===== config.mk =====
export PLATFORM = sky130hd
export DESIGN_NAME = fsp_status
export DESIGN_NICKNAME = d
export VERILOG_FILES = /design/src/hdl/fsp_pkg.sv /design/src/hdl/fsp_status.sv /design/src/hdl/fsp_protect_map.sv /design/src/hdl/fsp_sr_lock.sv
export SDC_FILE = /design/constraint.sdc
export NUM_CORES = 1
export LEC_CHECK = 0
export ABC_AREA = 1
export BUFFER_PORTS_ARGS = -buffer_cell sky130_fd_sc_hd__buf_4
export CORE_MARGIN = 2
export CORE_UTILIZATION = 37
export CTS_BUF_LIST = sky130_fd_sc_hd__clkbuf_4 sky130_fd_sc_hd__clkbuf_8 sky130_fd_sc_hd__clkbuf_16
export DETAILED_ROUTE_END_ITERATION = 6
export HOLD_SLACK_MARGIN = 0.08
export PLACE_DENSITY = 0.56
export SYNTH_ARGS = -nofsm -noshare
export SYNTH_HDL_FRONTEND = slang
export SYNTH_SLANG_ARGS = --single-unit

===== constraint.sdc =====
create_clock -name clk -period 4.3 [get_ports clk]
set_clock_uncertainty 0.05 [all_clocks]
set_input_delay 0 -clock clk [delete_from_list [all_inputs] [get_ports clk]]
set_output_delay 0 -clock clk [all_outputs]
set_load 0.05 [all_outputs]

===== src/hdl/fsp_pkg.sv =====
// Constants for the flash status and protection block.
// Assumes a command decoder that hands over whole commands, one per cycle.

package fsp_pkg;
	// Command codes.
	localparam logic [7:0] CMD_LATCH_SET   = 8'h06;
	localparam logic [7:0] CMD_LATCH_CLEAR = 8'h04;
	localparam logic [7:0] CMD_SR_WRITE1   = 8'h01;
	localparam logic [7:0] CMD_SR_WRITE2   = 8'h31;
	localparam logic [7:0] CMD_SR_WRITE3   = 8'h11;
	localparam logic [7:0] CMD_PAGE_PROG   = 8'h02;
	localparam logic [7:0] CMD_QUAD_PROG   = 8'h32;
	localparam logic [7:0] CMD_FAST_PROG   = 8'hF2;
	localparam logic [7:0] CMD_SECT_WIPE   = 8'h20;
	localparam logic [7:0] CMD_BLK32_WIPE  = 8'h52;
	localparam logic [7:0] CMD_BLK64_WIPE  = 8'hD8;
	localparam logic [7:0] CMD_CHIP_WIPE_A = 8'h60;
	localparam logic [7:0] CMD_CHIP_WIPE_B = 8'hC7;
	localparam logic [7:0] CMD_SUSPEND     = 8'h75;
	localparam logic [7:0] CMD_RESUME      = 8'h7A;

	// Status read byte selects.
	localparam logic [1:0] SEL_LOW  = 2'h0;
	localparam logic [1:0] SEL_MID  = 2'h1;
	localparam logic [1:0] SEL_HIGH = 2'h2;

	// Field positions within each status byte.
	localparam int POS_BUSY     = 0;
	localparam int POS_LATCH    = 1;
	localparam int POS_BP_LO    = 2;
	localparam int POS_BP_HI    = 6;
	localparam int POS_LOCK_LO  = 7;
	localparam int POS_LOCK_HI  = 0;
	localparam int POS_QUAD     = 1;
	localparam int POS_PROG_SUS = 2;
	localparam int POS_SEC_LO   = 3;
	localparam int POS_SEC_HI   = 5;
	localparam int POS_CMP      = 6;
	localparam int POS_ERA_SUS  = 7;
	localparam int POS_HPF      = 4;
	localparam int POS_DRV_LO   = 5;
	localparam int POS_DRV_HI   = 6;

	// Non-volatile reset values (stand-ins for stored cells).
	localparam logic [4:0] RST_BP    = 5'h00;
	localparam logic       RST_CMP   = 1'b0;
	localparam logic       RST_QUAD  = 1'b0;
	localparam logic [2:0] RST_SEC   = 3'h0;
	localparam logic       RST_LOCKL = 1'b0;
	localparam logic       RST_LOCKH = 1'b0;
	localparam logic [1:0] RST_DRV   = 2'h1;

	// Protection map geometry.
	localparam logic [23:0] ADDR_MAX     = 24'h3FFFFF; // Last byte of the 4 MB array.
	localparam logic [4:0]  SHIFT_SMALL  = 5'h0C;
	localparam logic [4:0]  SHIFT_LARGE  = 5'h10;
	localparam logic [2:0]  LVL_NONE     = 3'h0;
	localparam logic [2:0]  LVL_ALL      = 3'h7;
	localparam logic [2:0]  LVL_SMALLCAP = 3'h4;

	// Status write time and its cycle count at 40 ns per clock.
	localparam int CLK_PERIOD_NS = 40;
	localparam int SRW_TIME_NS   = 200;
	localparam int SRW_CYCLES    = (SRW_TIME_NS + CLK_PERIOD_NS - 1) / CLK_PERIOD_NS;
	localparam logic [3:0] SRW_LAST = 4'(SRW_CYCLES - 1);

	typedef enum logic [1:0] {ST_IDLE, ST_SRWRITE, ST_PROGRAM, ST_ERASE} fsp_state_type;
endpackage : fsp_pkg


===== src/hdl/fsp_status.sv =====
// Three-byte flash status register with write gating and op launch.
// Assumes a decoder gives one whole command per cycle with its byte-end flag.
`timescale 1ns/10ps

module fsp_status (
	// Clock and power-cycle reset.
	input  wire logic        clk,
	input  wire logic        rst,
	// Decoded command.
	input  wire logic        cmdValid,
	input  wire logic [7:0]  cmdCode,
	input  wire logic        cmdAligned,
	input  wire logic [7:0]  cmdData,
	input  wire logic [23:0] cmdAddr,
	// Pins and engine feedback.
	input  wire logic        wpPin,
	input  wire logic        highPerfMode,
	input  wire logic        opDone,
	// Status read.
	input  wire logic [1:0]  rdSel,
	output logic [7:0]       rdData,
	// Status fields.
	output logic             writeInProgress,
	output logic             writeEnableLatch,
	output logic             quadEnable,
	output logic [1:0]       driveStrength,
	output logic [2:0]       securityLock,
	output logic             eraseSuspendedFlag,
	output logic             programSuspendedFlag,
	// Operation launch.
	output logic             progStart,
	output logic             eraseStart,
	output logic             chipEraseStart,
	output logic [23:0]      opAddr
);
	fsp_pkg::fsp_state_type stateReg, stateNext;
	logic [3:0]  srwCntReg, srwCntNext;
	logic        welReg, welNext;
	logic [4:0]  bpReg, bpNext;
	logic        cmpReg, cmpNext;
	logic        quadReg, quadNext;
	logic [2:0]  secReg, secNext;
	logic        lockLoReg, lockLoNext;
	logic        lockHiReg, lockHiNext;
	logic [1:0]  drvReg, drvNext;
	logic        eraSusReg, eraSusNext;
	logic        progSusReg, progSusNext;
	logic [7:0]  rdDataReg, rdDataNext;
	logic        progReg, progNext;
	logic        eraseReg, eraseNext;
	logic        chipReg, chipNext;
	logic [23:0] opAddrReg, opAddrNext;
	logic [23:0] statusWord;
	logic        addrProtected;
	logic        srWritable;
	logic        idle;
	logic        isProg;
	logic        isWipe;
	logic        isChip;
	logic        isSrWrite;
	logic        writeOk;

	fsp_protect_map protMap (
		.blockProt         (bpReg),
		.complementProtect (cmpReg),
		.addr              (cmdAddr),
		.isProtected       (addrProtected)
	);

	fsp_sr_lock srLock (
		.statusLockHi (lockHiReg),
		.statusLockLo (lockLoReg),
		.quadEnable   (quadReg),
		.wpPin        (wpPin),
		.srWritable   (srWritable)
	);

	// Status word in three bytes; reserved positions are tied low.
	always_comb begin
		statusWord = 24'h000000;
		statusWord[fsp_pkg::POS_BUSY] = (stateReg != fsp_pkg::ST_IDLE);
		statusWord[fsp_pkg::POS_LATCH] = welReg;
		statusWord[fsp_pkg::POS_BP_HI:fsp_pkg::POS_BP_LO] = bpReg;
		statusWord[fsp_pkg::POS_LOCK_LO] = lockLoReg;
		statusWord[8 + fsp_pkg::POS_LOCK_HI] = lockHiReg;
		statusWord[8 + fsp_pkg::POS_QUAD] = quadReg;
		statusWord[8 + fsp_pkg::POS_PROG_SUS] = progSusReg;
		statusWord[8 + fsp_pkg::POS_SEC_HI:8 + fsp_pkg::POS_SEC_LO] = secReg;
		statusWord[8 + fsp_pkg::POS_CMP] = cmpReg;
		statusWord[8 + fsp_pkg::POS_ERA_SUS] = eraSusReg;
		statusWord[16 + fsp_pkg::POS_HPF] = highPerfMode;
		statusWord[16 + fsp_pkg::POS_DRV_HI:16 + fsp_pkg::POS_DRV_LO] = drvReg;
	end

	// Command classes and the common write gate.
	always_comb begin
		idle = (stateReg == fsp_pkg::ST_IDLE);
		isProg = (cmdCode == fsp_pkg::CMD_PAGE_PROG) || (cmdCode == fsp_pkg::CMD_QUAD_PROG)
			|| (cmdCode == fsp_pkg::CMD_FAST_PROG);
		isWipe = (cmdCode == fsp_pkg::CMD_SECT_WIPE) || (cmdCode == fsp_pkg::CMD_BLK32_WIPE)
			|| (cmdCode == fsp_pkg::CMD_BLK64_WIPE);
		isChip = (cmdCode == fsp_pkg::CMD_CHIP_WIPE_A) || (cmdCode == fsp_pkg::CMD_CHIP_WIPE_B);
		isSrWrite = (cmdCode == fsp_pkg::CMD_SR_WRITE1) || (cmdCode == fsp_pkg::CMD_SR_WRITE2)
			|| (cmdCode == fsp_pkg::CMD_SR_WRITE3);
		writeOk = cmdValid && cmdAligned && idle && welReg;
	end

	// Next state of every field. Busy commands other than suspend
	// are dropped, since the array engine cannot take two jobs at once.
	always_comb begin
		stateNext = stateReg;
		srwCntNext = srwCntReg;
		welNext = welReg;
		bpNext = bpReg;
		cmpNext = cmpReg;
		quadNext = quadReg;
		secNext = secReg;
		lockLoNext = lockLoReg;
		lockHiNext = lockHiReg;
		drvNext = drvReg;
		eraSusNext = eraSusReg;
		progSusNext = progSusReg;
		progNext = 1'b0;
		eraseNext = 1'b0;
		chipNext = 1'b0;
		opAddrNext = opAddrReg;
		case (stateReg)
			fsp_pkg::ST_SRWRITE: begin
				if (srwCntReg == fsp_pkg::SRW_LAST)
					stateNext = fsp_pkg::ST_IDLE;
				else
					srwCntNext = srwCntReg + 4'h1;
			end
			fsp_pkg::ST_PROGRAM,
			fsp_pkg::ST_ERASE: begin
				if (opDone)
					stateNext = fsp_pkg::ST_IDLE;
			end
			default: ;
		endcase
		if (cmdValid && cmdAligned && idle) begin
			if (cmdCode == fsp_pkg::CMD_LATCH_SET)
				welNext = 1'b1;
			else if (cmdCode == fsp_pkg::CMD_LATCH_CLEAR)
				welNext = 1'b0;
		end
		if (writeOk && isSrWrite && srWritable) begin
			welNext = 1'b0;
			stateNext = fsp_pkg::ST_SRWRITE;
			srwCntNext = 4'h0;
			case (cmdCode)
				fsp_pkg::CMD_SR_WRITE1: begin
					bpNext = cmdData[fsp_pkg::POS_BP_HI:fsp_pkg::POS_BP_LO];
					lockLoNext = cmdData[fsp_pkg::POS_LOCK_LO];
				end
				fsp_pkg::CMD_SR_WRITE2: begin
					lockHiNext = cmdData[fsp_pkg::POS_LOCK_HI];
					quadNext = cmdData[fsp_pkg::POS_QUAD];
					secNext = secReg | cmdData[fsp_pkg::POS_SEC_HI:fsp_pkg::POS_SEC_LO];
					cmpNext = cmdData[fsp_pkg::POS_CMP];
				end
				default: begin
					drvNext = cmdData[fsp_pkg::POS_DRV_HI:fsp_pkg::POS_DRV_LO];
				end
			endcase
		end
		if (writeOk && (isProg || isWipe) && !addrProtected) begin
			welNext = 1'b0;
			stateNext = isProg ? fsp_pkg::ST_PROGRAM : fsp_pkg::ST_ERASE;
			progNext = isProg;
			eraseNext = isWipe;
			opAddrNext = cmdAddr;
		end
		if (writeOk && isChip && bpReg[2:0] == fsp_pkg::LVL_NONE && !cmpReg) begin
			welNext = 1'b0;
			stateNext = fsp_pkg::ST_ERASE;
			chipNext = 1'b1;
			opAddrNext = 24'h000000;
		end
		// Suspend parks a running program or erase; resume clears both flags and restores the program if parked, else the erase.
		if (cmdValid && cmdAligned && cmdCode == fsp_pkg::CMD_SUSPEND) begin
			if (stateReg == fsp_pkg::ST_ERASE) begin
				eraSusNext = 1'b1;
				stateNext = fsp_pkg::ST_IDLE;
			end else if (stateReg == fsp_pkg::ST_PROGRAM) begin
				progSusNext = 1'b1;
				stateNext = fsp_pkg::ST_IDLE;
			end
		end
		if (cmdValid && cmdAligned && cmdCode == fsp_pkg::CMD_RESUME && idle) begin
			eraSusNext = 1'b0;
			progSusNext = 1'b0;
			if (progSusReg)
				stateNext = fsp_pkg::ST_PROGRAM;
			else if (eraSusReg)
				stateNext = fsp_pkg::ST_ERASE;
		end
		case (rdSel)
			fsp_pkg::SEL_LOW: rdDataNext = statusWord[7:0];
			fsp_pkg::SEL_MID: rdDataNext = statusWord[15:8];
			fsp_pkg::SEL_HIGH: rdDataNext = statusWord[23:16];
			default: rdDataNext = 8'h00;
		endcase
	end

	// Reset stands for a power cycle: the temporary lock-down falls away.
	always_ff @(posedge clk or posedge rst) begin
		if (rst) begin
			stateReg <= fsp_pkg::ST_IDLE;
			srwCntReg <= 4'h0;
			welReg <= 1'b0;
			bpReg <= fsp_pkg::RST_BP;
			cmpReg <= fsp_pkg::RST_CMP;
			quadReg <= fsp_pkg::RST_QUAD;
			secReg <= fsp_pkg::RST_SEC;
			lockLoReg <= fsp_pkg::RST_LOCKL;
			lockHiReg <= fsp_pkg::RST_LOCKH & fsp_pkg::RST_LOCKL;
			drvReg <= fsp_pkg::RST_DRV;
			eraSusReg <= 1'b0;
			progSusReg <= 1'b0;
			rdDataReg <= 8'h00;
			progReg <= 1'b0;
			eraseReg <= 1'b0;
			chipReg <= 1'b0;
			opAddrReg <= 24'h000000;
		end else begin
			stateReg <= stateNext;
			srwCntReg <= srwCntNext;
			welReg <= welNext;
			bpReg <= bpNext;
			cmpReg <= cmpNext;
			quadReg <= quadNext;
			secReg <= secNext;
			lockLoReg <= lockLoNext;
			lockHiReg <= lockHiNext;
			drvReg <= drvNext;
			eraSusReg <= eraSusNext;
			progSusReg <= progSusNext;
			rdDataReg <= rdDataNext;
			progReg <= progNext;
			eraseReg <= eraseNext;
			chipReg <= chipNext;
			opAddrReg <= opAddrNext;
		end
	end

	// Outputs straight from flops, except busy, which is decoded from the state register.
	assign rdData = rdDataReg;
	assign writeInProgress = statusWord[fsp_pkg::POS_BUSY];
	assign writeEnableLatch = welReg;
	assign quadEnable = quadReg;
	assign driveStrength = drvReg;
	assign securityLock = secReg;
	assign eraseSuspendedFlag = eraSusReg;
	assign programSuspendedFlag = progSusReg;
	assign progStart = progReg;
	assign eraseStart = eraseReg;
	assign chipEraseStart = chipReg;
	assign opAddr = opAddrReg;
endmodule : fsp_status


===== src/hdl/fsp_protect_map.sv =====
// Array protection decode from the block-protect field and complement bit.
// Assumes a 4 MB array with 24-bit byte addresses.
`timescale 1ns/10ps

module fsp_protect_map (
	// Protection setting.
	input  wire logic [4:0]  blockProt,
	input  wire logic        complementProtect,
	// Address under test.
	input  wire logic [23:0] addr,
	output logic             isProtected
);
	logic [2:0]  level;
	logic [4:0]  shift;
	logic [23:0] mask;
	logic        inRegion;
	logic        plainHit;

	// Region size doubles per level; fine granularity caps at 32 KB.
	always_comb begin
		level = (blockProt[4] && blockProt[2]) ? fsp_pkg::LVL_SMALLCAP : blockProt[2:0];
		shift = (blockProt[4] ? fsp_pkg::SHIFT_SMALL : fsp_pkg::SHIFT_LARGE)
			+ 5'(level) - 5'h01;
		mask = ~(fsp_pkg::ADDR_MAX << shift);
		inRegion = blockProt[3] ? ((addr & ~mask) == 24'h000000)
			: ((addr | mask) == fsp_pkg::ADDR_MAX);
		if (blockProt[2:0] == fsp_pkg::LVL_NONE)
			plainHit = 1'b0;
		else if (blockProt[2:0] == fsp_pkg::LVL_ALL)
			plainHit = 1'b1;
		else
			plainHit = inRegion;
		isProtected = plainHit ^ complementProtect;
	end
endmodule : fsp_protect_map


===== src/hdl/fsp_sr_lock.sv =====
// Status register write permission from the lock bits and protect pin.
// Assumes the protect pin is synchronous; with quad enabled it is data.
`timescale 1ns/10ps

module fsp_sr_lock (
	// Lock state.
	input  wire logic statusLockHi,
	input  wire logic statusLockLo,
	input  wire logic quadEnable,
	input  wire logic wpPin,
	output logic      srWritable
);
	logic pinLevel;

	// A pin serving as a data line cannot lock, so it counts as high.
	always_comb begin
		pinLevel = quadEnable | wpPin;
		srWritable = !statusLockHi && (!statusLockLo || pinLevel);
	end
endmodule : fsp_sr_lock


Word-level counts from Yosys, hierarchy flattened:

Cells that the tools add are included.

* add/subtract/negate cells: 3
* equal/unequal tests: 25
* shifts and indexed selects: 1
* mux-type cells: 40
* bitwise operators: 8
* reduce and logical (&&, ||, !) cells: 49

Operators by type and width (count)
* $mux W24: 2
* $not A24 Y24: 2
* $eq A8 B7 Y1 const B: 4
* $and A24 B24 Y24: 1
* $eq A24 B22 Y1 const B: 1
* $eq A8 B6 Y1 const B: 3
* $eq A8 B8 Y1 const B: 3
* $logic_not A24 Y1: 1
* $or A24 B24 Y24: 1
* $pmux W8 S3: 1
* $shl A22 B5 Y24 const A: 1
* $mux W2: 11
* $mux W1: 20
* $eq A8 B3 Y1 const B: 2
* $logic_and A1 B1 Y1: 15
* $mux W4: 3
* $reduce_and A2 Y1: 6
* $reduce_bool A2 Y1: 6
* $logic_or A1 B1 Y1: 9
* $eq A8 B1 Y1 const B: 1
* $eq A8 B2 Y1 const B: 1
* $eq A8 B5 Y1 const B: 1
* $eq A2 B2 Y1 const B: 3
* $add A5 B3 Y5: 1
* 20 further kinds: 27

* register bits after elaboration: 58
* bits of input ports: 49
* output and inout bits: 45
* logic and storage cells: 143

Longest topological paths before layout:

Gate-level depths: netlist of the first run.

* word-level depth: 23
* gate-level depth with buffers: 25
* gate-level depth less buffers: 24

By module:

A second synthesis of the first run with hierarchy kept.

* cell total of the unflattened synthesis: 517
* area total of the unflattened synthesis: 3816.2 um^2

By module, submodules not included
* fsp_status: instances 1, cells each 333, area an instance 2896.5 um^2, seq. area each 1452.6 um^2
* fsp_protect_map: instances 1, cells each 182, area an instance 910.9 um^2, seq. area each 0.0 um^2
* fsp_sr_lock: instances 1, cells each 2, area an instance 8.8 um^2, seq. area each 0.0 um^2

Worst setup path before layout of the first run:

Ideal clock, no wire load.

* path kind: register to register
* from: reg bpReg[2]
* to: reg opAddrReg[0] (netlist: opAddr[0])
* setup time: 0.118 ns
* data arrival time: 3.019 ns
* required time: 4.132 ns
* setup slack: 1.113 ns
* stages on the path, launching flop included: 24
* buffers on the path: 1
* cells stage by stage: dfrtp_1 ha_1 nor2_1 inv_1 ha_1 inv_1 fa_1 inv_1 nand2_1 inv_1 nand2_1 nand3b_1 nand2_1 nor2_1 nand2_1 nor2_1 nand2_1 nand3_1 nand3_1 nand3_4 nand2_4 buf_6 nand3_1 nand2_1

* cells in the longest elaborated chain, start to end: 16
* elaborated cells on any way between the ends: 23
* those cells by class: add/sub: 2; eq/ne: 2; shift: 1; mux: 5; bitwise: 5; reduce/logical: 8

RTL lines
* start, declared: RTL line fsp_status.sv:39 `logic [4:0] bpReg, bpNext;`
* start signal, assigned: RTL line fsp_status.sv:212 `bpReg <= fsp_pkg::RST_BP;`
* start signal, assigned: RTL line fsp_status.sv:230 `bpReg <= bpNext;`
* $logic_and A1 B1 Y1: RTL line fsp_protect_map.sv:21 `level = (blockProt[4] && blockProt[2]) ? fsp_pkg::LVL_SMALLCAP : blockProt[2:0];`
* $mux W3: RTL line fsp_protect_map.sv:21
* $add A5 B3 Y5: RTL line fsp_protect_map.sv:23 `+ 5'(level) - 5'h01;`
* $sub A5 B1 Y5: RTL line fsp_protect_map.sv:23
* $shl A22 B5 Y24: RTL line fsp_protect_map.sv:24 `mask = ~(fsp_pkg::ADDR_MAX << shift);`
* $not A24 Y24: RTL line fsp_protect_map.sv:24
* $not A24 Y24: RTL line fsp_protect_map.sv:25 `inRegion = blockProt[3] ? ((addr & ~mask) == 24'h000000)`
* $and A24 B24 Y24: RTL line fsp_protect_map.sv:25
* $logic_not A24 Y1: RTL line fsp_protect_map.sv:25
* $mux W1: RTL line fsp_protect_map.sv:25
* $mux W1: RTL line fsp_protect_map.sv:29 `else if (blockProt[2:0] == fsp_pkg::LVL_ALL)`
* $mux W1: RTL line fsp_protect_map.sv:27 `if (blockProt[2:0] == fsp_pkg::LVL_NONE)`
* $xor A1 B1 Y1: RTL line fsp_protect_map.sv:33 `isProtected = plainHit ^ complementProtect;`
* $logic_not A1 Y1: RTL line fsp_status.sv:167 `if (writeOk && (isProg || isWipe) && !addrProtected) begin`
* $logic_and A1 B1 Y1: RTL line fsp_status.sv:167
* $reduce_bool A2 Y1 (no line)
* end signal, assigned: RTL line fsp_status.sv:243 `opAddrReg <= opAddrNext;`
* end, declared: RTL line fsp_status.sv:52 `logic [23:0] opAddrReg, opAddrNext;`

Parallel ways exist; a longest one is shown, timed or not.
A chain may end at the register's enable or synchronous reset.

Final worst setup path of the first run:

* from: reg bpReg[2]
* to: reg opAddrReg[4] (netlist: opAddr[4])

The elaborated chain is that of the path after synthesis.

==> metrics.md, run 1 <==
| Metric | Value |
|---|---|
| Routed vias | `3764` |
| Die Area | `0.0105 sq mm` |
| Diode count | `0` |
| Layout cells sized above 1 | `0.193` |
| Period utilization | `0.894` |
| Design Power | `between 1 and 1.5 mW` |
| Finished Cell Area | `0.00508 sq mm` |
| Critical path data arrival time | `roughly 4 ns` |
| Yosys reg bits | `58` |
| Status | `finished clean` |
| TritonCTS clock tree | `done` |
| Place WS | `0.524 ns` |
| Min Tclk post-route | `around 3.8 ns` |
| Initial core utilization | `0.385` |
| I/O pins | `94` |
| Site Rows | `35` |
| R2r startpoint | `bpReg[2]` |
| Area of placed instances | `roughly 0.0044 sq mm` |
| Max cap viols | `0` |
| GRT overflow | `0` |
| EDFF count, synth | `0` |
| Cell count of the worst reg-to-reg path | `22` |
| Cells after Synth | `around 500` |
| Min-Delay Startpoint | `cmdCode[5]` |
| Global Route Usage Sum | `0.215` |
| # setup viols final | `0` |
| Core area | `roughly 0.0093 sq mm` |
| Primary FF master, synth | `dfrtp_1` |
| Ys async rst share | `1.00` |
| Antenna violations before repair | `0` |
| Yosys cell types | `34` |
| Synthesized cell area | `0.00357 sq mm` |
| Vias in the first global route | `about 3600` |
| Pwr dens | `261 mW/mm^2` |
| H-tree levels | `3` |
| Slew margin rel. | `0.501` |
| Leakage | `2.74 nW` |
| Initial DRC count | `204` |
| Worst Hold Depth | `7` |
| Final Core Density | `0.547` |
| Worst Hold End | `writeEnableLatch` |
| Avg Cell Area, Syn | `7.04 sq um` |
| Dpl hpwl | `7.75 mm` |
| Clock Tree Root | `clkbuf_8` |
| Hold Slack | `0.126 ns` |
| Fmax | `between 200 and 300 MHz` |
| Routed Antenna Nets | `0` |
| Net Count, Synth | `566` |
| Setup tns final | `0 ns` |
| Endpoints failing hold | `0` |
| Placed instance count | `between 700 and 800` |
| Non-Filler Instances | `786` |
| VDD IR-drop max | `0.119 mV` |
| Yosys warning total | `0` |
| R2R Setup Slk | `0.46 ns` |
| Layout Area Growth over Synthesis | `42.3%` |
| Clk sink count | `58` |
| DRT Pass-1 Iters | `6` |
| Vias per inst | `~4.8` |
| Clock Pin Slew Worst Setup and Hold Paths | `approximately 0.070 ns` |
| Largest net degree at the start of global routing | `59` |
| Critical-path maximum fanout | `24` |
| Crit path launch type | `flop` |
| Final net count | `711` |
| DRC | `0` |
| Drt wl/cell | `approximately 14 um` |
| Final worst slack | `0.457 ns` |
| First-pass GRT wire length | `17.4 mm` |
| Clk_lat worst skew | `0.34 ns` |
| Area leader, netlist | `dfrtp_1` |
| WS Path Type | `reg -> reg` |
| Worst hold-check path type | `in -> reg` |
| Die Y-Extent | `102 um` |
| Top post-synthesis cells by area | `dfrtp_1 40%, nand2_1 13%, nand3_1 12%, inv_1 8.3%, nor2_1 6.4%` |
| R2r endpoint | `opAddr[4]` |
| # resized after CTS | `0` |
| Worst slew pin tran | `0.749 ns` |
| Max-slew violation count | `0` |
| Crit path capture type | `flop` |
| Post-Route WL | `between 10 and 15 mm` |
| Synth top area share | `0.399` |
| Placer Congestion | `0.854` |
| Register area share after synthesis | `0.407` |
| CP required | `roughly 4.5 ns` |
| DIE WIDTH | `102 um` |
| RSZ-0062 raised after global routing | `false` |
| PortBufs | `93` |
| Maximum buffer depth of the clock tree | `2` |
| TritonCTS buffer count | `9` |
## power breakdown
group / total, mW / switching (mW) / internal (mW)
clock: 0.525 / 0.223 / 0.301
sequential: 0.588 / 0.0181 / 0.570
combinational: 0.213 / 0.114 / 0.0991
## cells by family after synthesis
| group | share of synthesized area |
|---|---|
| multiplexers | 0.00315 |
| flip-flops | 0.407 |
| AND/OR/NAND/NOR | 0.382 |
| buffers and inverters | 0.108 |
| adder cells (fa/ha/maj) | 0.0392 |
| AO/OA/AOI/OAI | 0.0613 |
## state kept, by name, summed over array words and instances, names as in the netlist, 2 cells and up
name / count
securityLock: 3
driveStrength: 2
opAddr: 24
rdData: 8
srwCntReg: 4
bpReg: 5
stateReg: 2
## cells in the mapped netlist (2+ instances only)
cell type	number
dfrtp_1	57
nand2_1	124
nand2_2	3
o22ai_1	6
inv_1	79
nand3_1	89
buf_4	2
ha_1	8
o21bai_1	2
o221ai_1	2
buf_2	2
clkbuf_1	6
nand3b_1	4
fa_1	2
nand4_1	7
buf_6	3
nor3_1	9
nand2_4	2
o21ai_0	15
inv_2	2
nor2_1	61
a21oi_1	10
## placed cells by master (no fill, tap or decap)
cell / Yosys / routed
o21bai_1: 2 / 2
or3_1: 1 / 1
nor2_1: 61 / 61
nand4_1: 7 / 7
buf_4: 2 / 97
nand2_4: 2 / 2
o21ai_2: 1 / 1
fa_1: 2 / 2
o22ai_1: 6 / 6
nand2_2: 3 / 3
dfrtp_1: 57 / 57
ha_1: 8 / 8
nand3_4: 1 / 1
nand2_1: 124 / 124
o21ai_0: 15 / 15
or4_1: 1 / 1
o221ai_1: 2 / 2
clkbuf_8: 0 / 10
nor2_2: 1 / 1
nor3_1: 9 / 9
mux2_2: 1 / 1
clkbuf_4: 0 / 3
dlygate4sd3_1: 0 / 50
nand3b_1: 4 / 4
nor4_1: 1 / 1
clkinv_2: 0 / 2
inv_1: 79 / 78
a22oi_1: 1 / 1
nor3b_1: 1 / 1
a21oi_1: 10 / 10
nor2_4: 1 / 1
dfstp_2: 1 / 1
o31ai_1: 1 / 1
bufinv_16: 0 / 1
nand3_1: 89 / 89
inv_2: 2 / 3
## worst max-delay path, stage by stage (launching register included)
cell,delay (ns)
dfrtp_1,0.46
ha_1,0.26
nor2_1,0.18
inv_1,0.14
ha_1,0.21
inv_1,0.07
fa_1,0.50
inv_1,0.23
nand2_1,0.13
inv_1,0.09
nand2_1,0.07
nand3_1,0.08
nand2_1,0.06
nor2_1,0.15
nand2_1,0.07
nor2_1,0.09
nand2_1,0.05
nand3_1,0.09
nand3_1,0.16
nand3_4,0.14
buf_4,0.30
nand3_1,0.11
nand2_1,0.09
## final cells by class
type	count	area [sq um]
fillers	934	4200
multi-input cells	355	1730
flip-flops and latches	58	1450
repair buffers	147	1230
inverters	81	304
well taps	129	161
clock buffers	13	160
clock inverters	3	40.0
## what timing repair did
action,CTS,global route
setup endpoints to repair,0,0
buffers inserted,0,0
endpoints found under the hold margin,105,0
hold buffers,50,0
## per-layer routing
layer / track usage / vias to the layer above / routed length (um)
met4: 0.0615 / 0 / 190
li1: - / 1913 / -
met2: 0.338 / 93 / 4940
met5: 0 / - / 0
met3: 0.0383 / 18 / 430
met1: 0.305 / 1740 / 5230
## worst max path at each step
stage,slack [ns],to,startpoint,depth (start not counted)
after floorplan,1.11,opAddr[0],bpReg[2],23
after global placement,0.59,opAddr[1],bpReg[2],22
after detailed placement,0.52,opAddr[20],bpReg[2],22
after CTS,0.48,opAddr[18],bpReg[2],22
after global routing,0.1,opAddr[1],bpReg[2],22
final,0.46,opAddr[4],bpReg[2],22
(Power assumes the default switching activity.)
==> run 2, diff against run 1 <==
--- a/config.mk
+++ b/config.mk
@@ -7,12 +7,14 @@
 export LEC_CHECK = 0
 export ABC_AREA = 1
 export BUFFER_PORTS_ARGS = -buffer_cell sky130_fd_sc_hd__buf_4
+export CELL_PAD_IN_SITES_DETAIL_PLACEMENT = 0
+export CELL_PAD_IN_SITES_GLOBAL_PLACEMENT = 1
 export CORE_MARGIN = 2
 export CORE_UTILIZATION = 37
 export CTS_BUF_LIST = sky130_fd_sc_hd__clkbuf_4 sky130_fd_sc_hd__clkbuf_8 sky130_fd_sc_hd__clkbuf_16
 export DETAILED_ROUTE_END_ITERATION = 6
 export HOLD_SLACK_MARGIN = 0.08
-export PLACE_DENSITY = 0.56
+export PLACE_DENSITY = 0.77
 export SYNTH_ARGS = -nofsm -noshare
 export SYNTH_HDL_FRONTEND = slang
 export SYNTH_SLANG_ARGS = --single-unit
==> run 2 against run 1 <==
Final cell count unchanged. Sequential power is essentially flat. Worst hold slack worse by 0.0039 ns. Critical endpoint is now opAddr[8]. Combinational power about the same. Largest power group is now the clock network. Clock-buffer cell count is 1 lower.
==> metrics.md, run 2 (synthesis gave the netlist of run 1 again) <==
| Metric | Value |
|---|---|
| Post-Route WL | `10.6 mm` |
| WS Path Type | `reg -> reg` |
| Worst setup path start | `bpReg[2]` |
| Internal Power | `1.03 mW` |
| Design Power | `1.39 mW` |
| Routed Antenna Nets | `0` |
| Period utilization | `0.874` |
| Finished Cell Area | `between 0.005 and 0.006 sq mm` |
| Endpoints failing hold | `0` |
| Number of flip-flops in the largest register | `24` |
| Layout Area Growth over Synthesis | `43.2%` |
| Initial core utilization | `0.385` |
| Initial DRC count | `approximately 170` |
| Pwr dens | `~270 mW/mm^2` |
| Non-Filler Instances | `roughly 790` |
| Setup tns final | `0 ns` |
| Place WS | `roughly 0.59 ns` |
| Crit path capture type | `flop` |
| Filler cells | `925` |
| Largest net degree at the start of global routing | `59` |
| Critical path data arrival time | `3.99 ns` |
| Worst slew pin tran | `0.760 ns` |
| Clock Pin Slew Worst Setup and Hold Paths | `0.07 ns` |
| Most frequent cells in the layout | `124 x nand2_1, 97 x buf_4, 89 x nand3_1` |
| DIE WIDTH | `102 um` |
| DRC | `0` |
| GRT overflow | `0` |
| Final Core Density | `0.551` |
| Status | `finished clean` |
| Site Rows | `35` |
| Sw Ratio | `0.256` |
| TritonCTS buffer count | `9` |
| VDD IR-drop max | `0.192 mV` |
| CP required | `4.53 ns` |
| Fmax | `266 MHz` |
| RSZ-0062 raised after global routing | `false` |
| TritonCTS clock tree | `done` |
| Hold Slack | `0.122 ns` |
| I/O pins | `94` |
| Max-slew violation count | `0` |
| Routed vias | `roughly 3800` |
| # setup viols final | `0` |
| DRT Pass-1 Iters | `4` |
| Vias in the first global route | `about 3700` |
| R2r startpoint | `bpReg[2]` |
| Placer Congestion | `slightly above 0.9` |
| Clock Tree Root | `clkbuf_8` |
| Layout cells sized above 1 | `0.193` |
| Worst hold-check path type | `in -> reg` |
| Final worst slack | `0.543 ns` |
| Min-Delay Startpoint | `cmdCode[5]` |
| Vias per inst | `4.77` |
| Logic pwr share | `0.151` |
| Antenna violations before repair | `0` |
| Final net count | `between 700 and 800` |
| Core area | `slightly above 0.009 sq mm` |
| Cell count of the worst reg-to-reg path | `22` |
| Slew margin rel. | `0.493` |
| R2r endpoint | `opAddr[8]` |
| H-tree levels | `3` |
| Crit path to | `opAddr[8]` |
| Commonest non-fill, non-tap cell in the layout | `nand2_1` |
| Postcts setup bufs | `0` |
| Global Route Usage Sum | `0.218` |
| Drt wl/cell | `13.5 um` |
| Clock network power share | `0.425` |
| Diode count | `0` |
| # resized after CTS | `0` |
| Max cap viols | `0` |
| Psw | `~0.35 mW` |
| PortBufs | `93` |
| Die Y-Extent | `slightly above 100 um` |
| Leakage | `about 2.7 nW` |
| R2R Setup Slk | `0.54 ns` |
| Seq pwr share | `0.423` |
| Crit path launch type | `flop` |
| Clk_lat worst skew | `0.34 ns` |
| Area of placed instances | `0.00438 sq mm` |
| Die Area | `0.0105 sq mm` |
| Dpl hpwl | `between 7 and 8 mm` |
| First-pass GRT wire length | `17.7 mm` |
| Placed instance count | `720` |
| Min Tclk post-route | `3.76 ns` |
| Critical-path maximum fanout | `24` |
| Clk sink count | `58` |
| Maximum buffer depth of the clock tree | `2` |
## run 2: changes by cell type in the layout (fill, tap and decap cells not counted)
cell / previous run / this run
clkinv_2: 2 / 1
clkbuf_4: 3 / 1
clkinv_4: 0 / 1
bufinv_16: 1 / 2
clkbuf_8: 10 / 11
## run 2: final cells by class
cell class	count	area, sq um	area share
multi-input cells	355	1730	0.339
flip-flops and latches	58	1450	0.284
repair buffers	147	1230	0.240
inverters	81	304	0.0595
well taps	129	161	0.0316
clock buffers	12	159	0.0311
clock inverters	4	73.8	0.0144
## run 2: power groups by stage
stage	clock network [mW]	logic, mW	registers (mW)
2_1_floorplan	0	0.0854	0.610
3_3_place_gp	0	0.175	0.597
3_5_place_dp	0	0.179	0.597
4_1_cts	0.606	0.212	0.587
5_1_grt	0.625	0.236	0.591
6_report	0.590	0.210	0.587
## run 2: per-layer routing
| metal | routed length [um] | up-vias | GRT usage |
|---|---|---|---|
| li1 | - | 1911 | - |
| met1 | 5140 | 1733 | 0.302 |
| met2 | 4800 | 88 | 0.342 |
| met3 | 433 | 18 | 0.0383 |
| met4 | 225 | 0 | 0.0841 |
| met5 | 0 | - | 0 |
## run 2: how the worst min path moves through the flow
stage,to,cells after the start
after global routing,progStart,5
after global placement,lockHiReg,3
after CTS,eraseStart,6
final,eraseStart,6
after detailed placement,lockHiReg,3
after floorplan,lockHiReg,2
## run 2: repair_timing
item / in CTS / in global routing
hold endpoints to repair: 107 / 0
setup endpoints to repair: 0 / 0
hold buffers: 50 / 0
## run 2: worst max-delay path, stage by stage, from the launching register on
cell and delay (ns):
dfrtp_1 0.47, ha_1 0.25, nor2_1 0.16, inv_1 0.13
ha_1 0.21, inv_1 0.07, fa_1 0.49, nor2_1 0.20
inv_1 0.07, nand2_1 0.09, nand2_1 0.08, nand2_1 0.07
nand2_1 0.05, nor2_1 0.13, nand2_1 0.07, nor2_1 0.15
nand2_1 0.08, nand3_1 0.10, nand3_1 0.17, nand3_4 0.14
buf_4 0.27, nand3_1 0.10, nand2_1 0.09
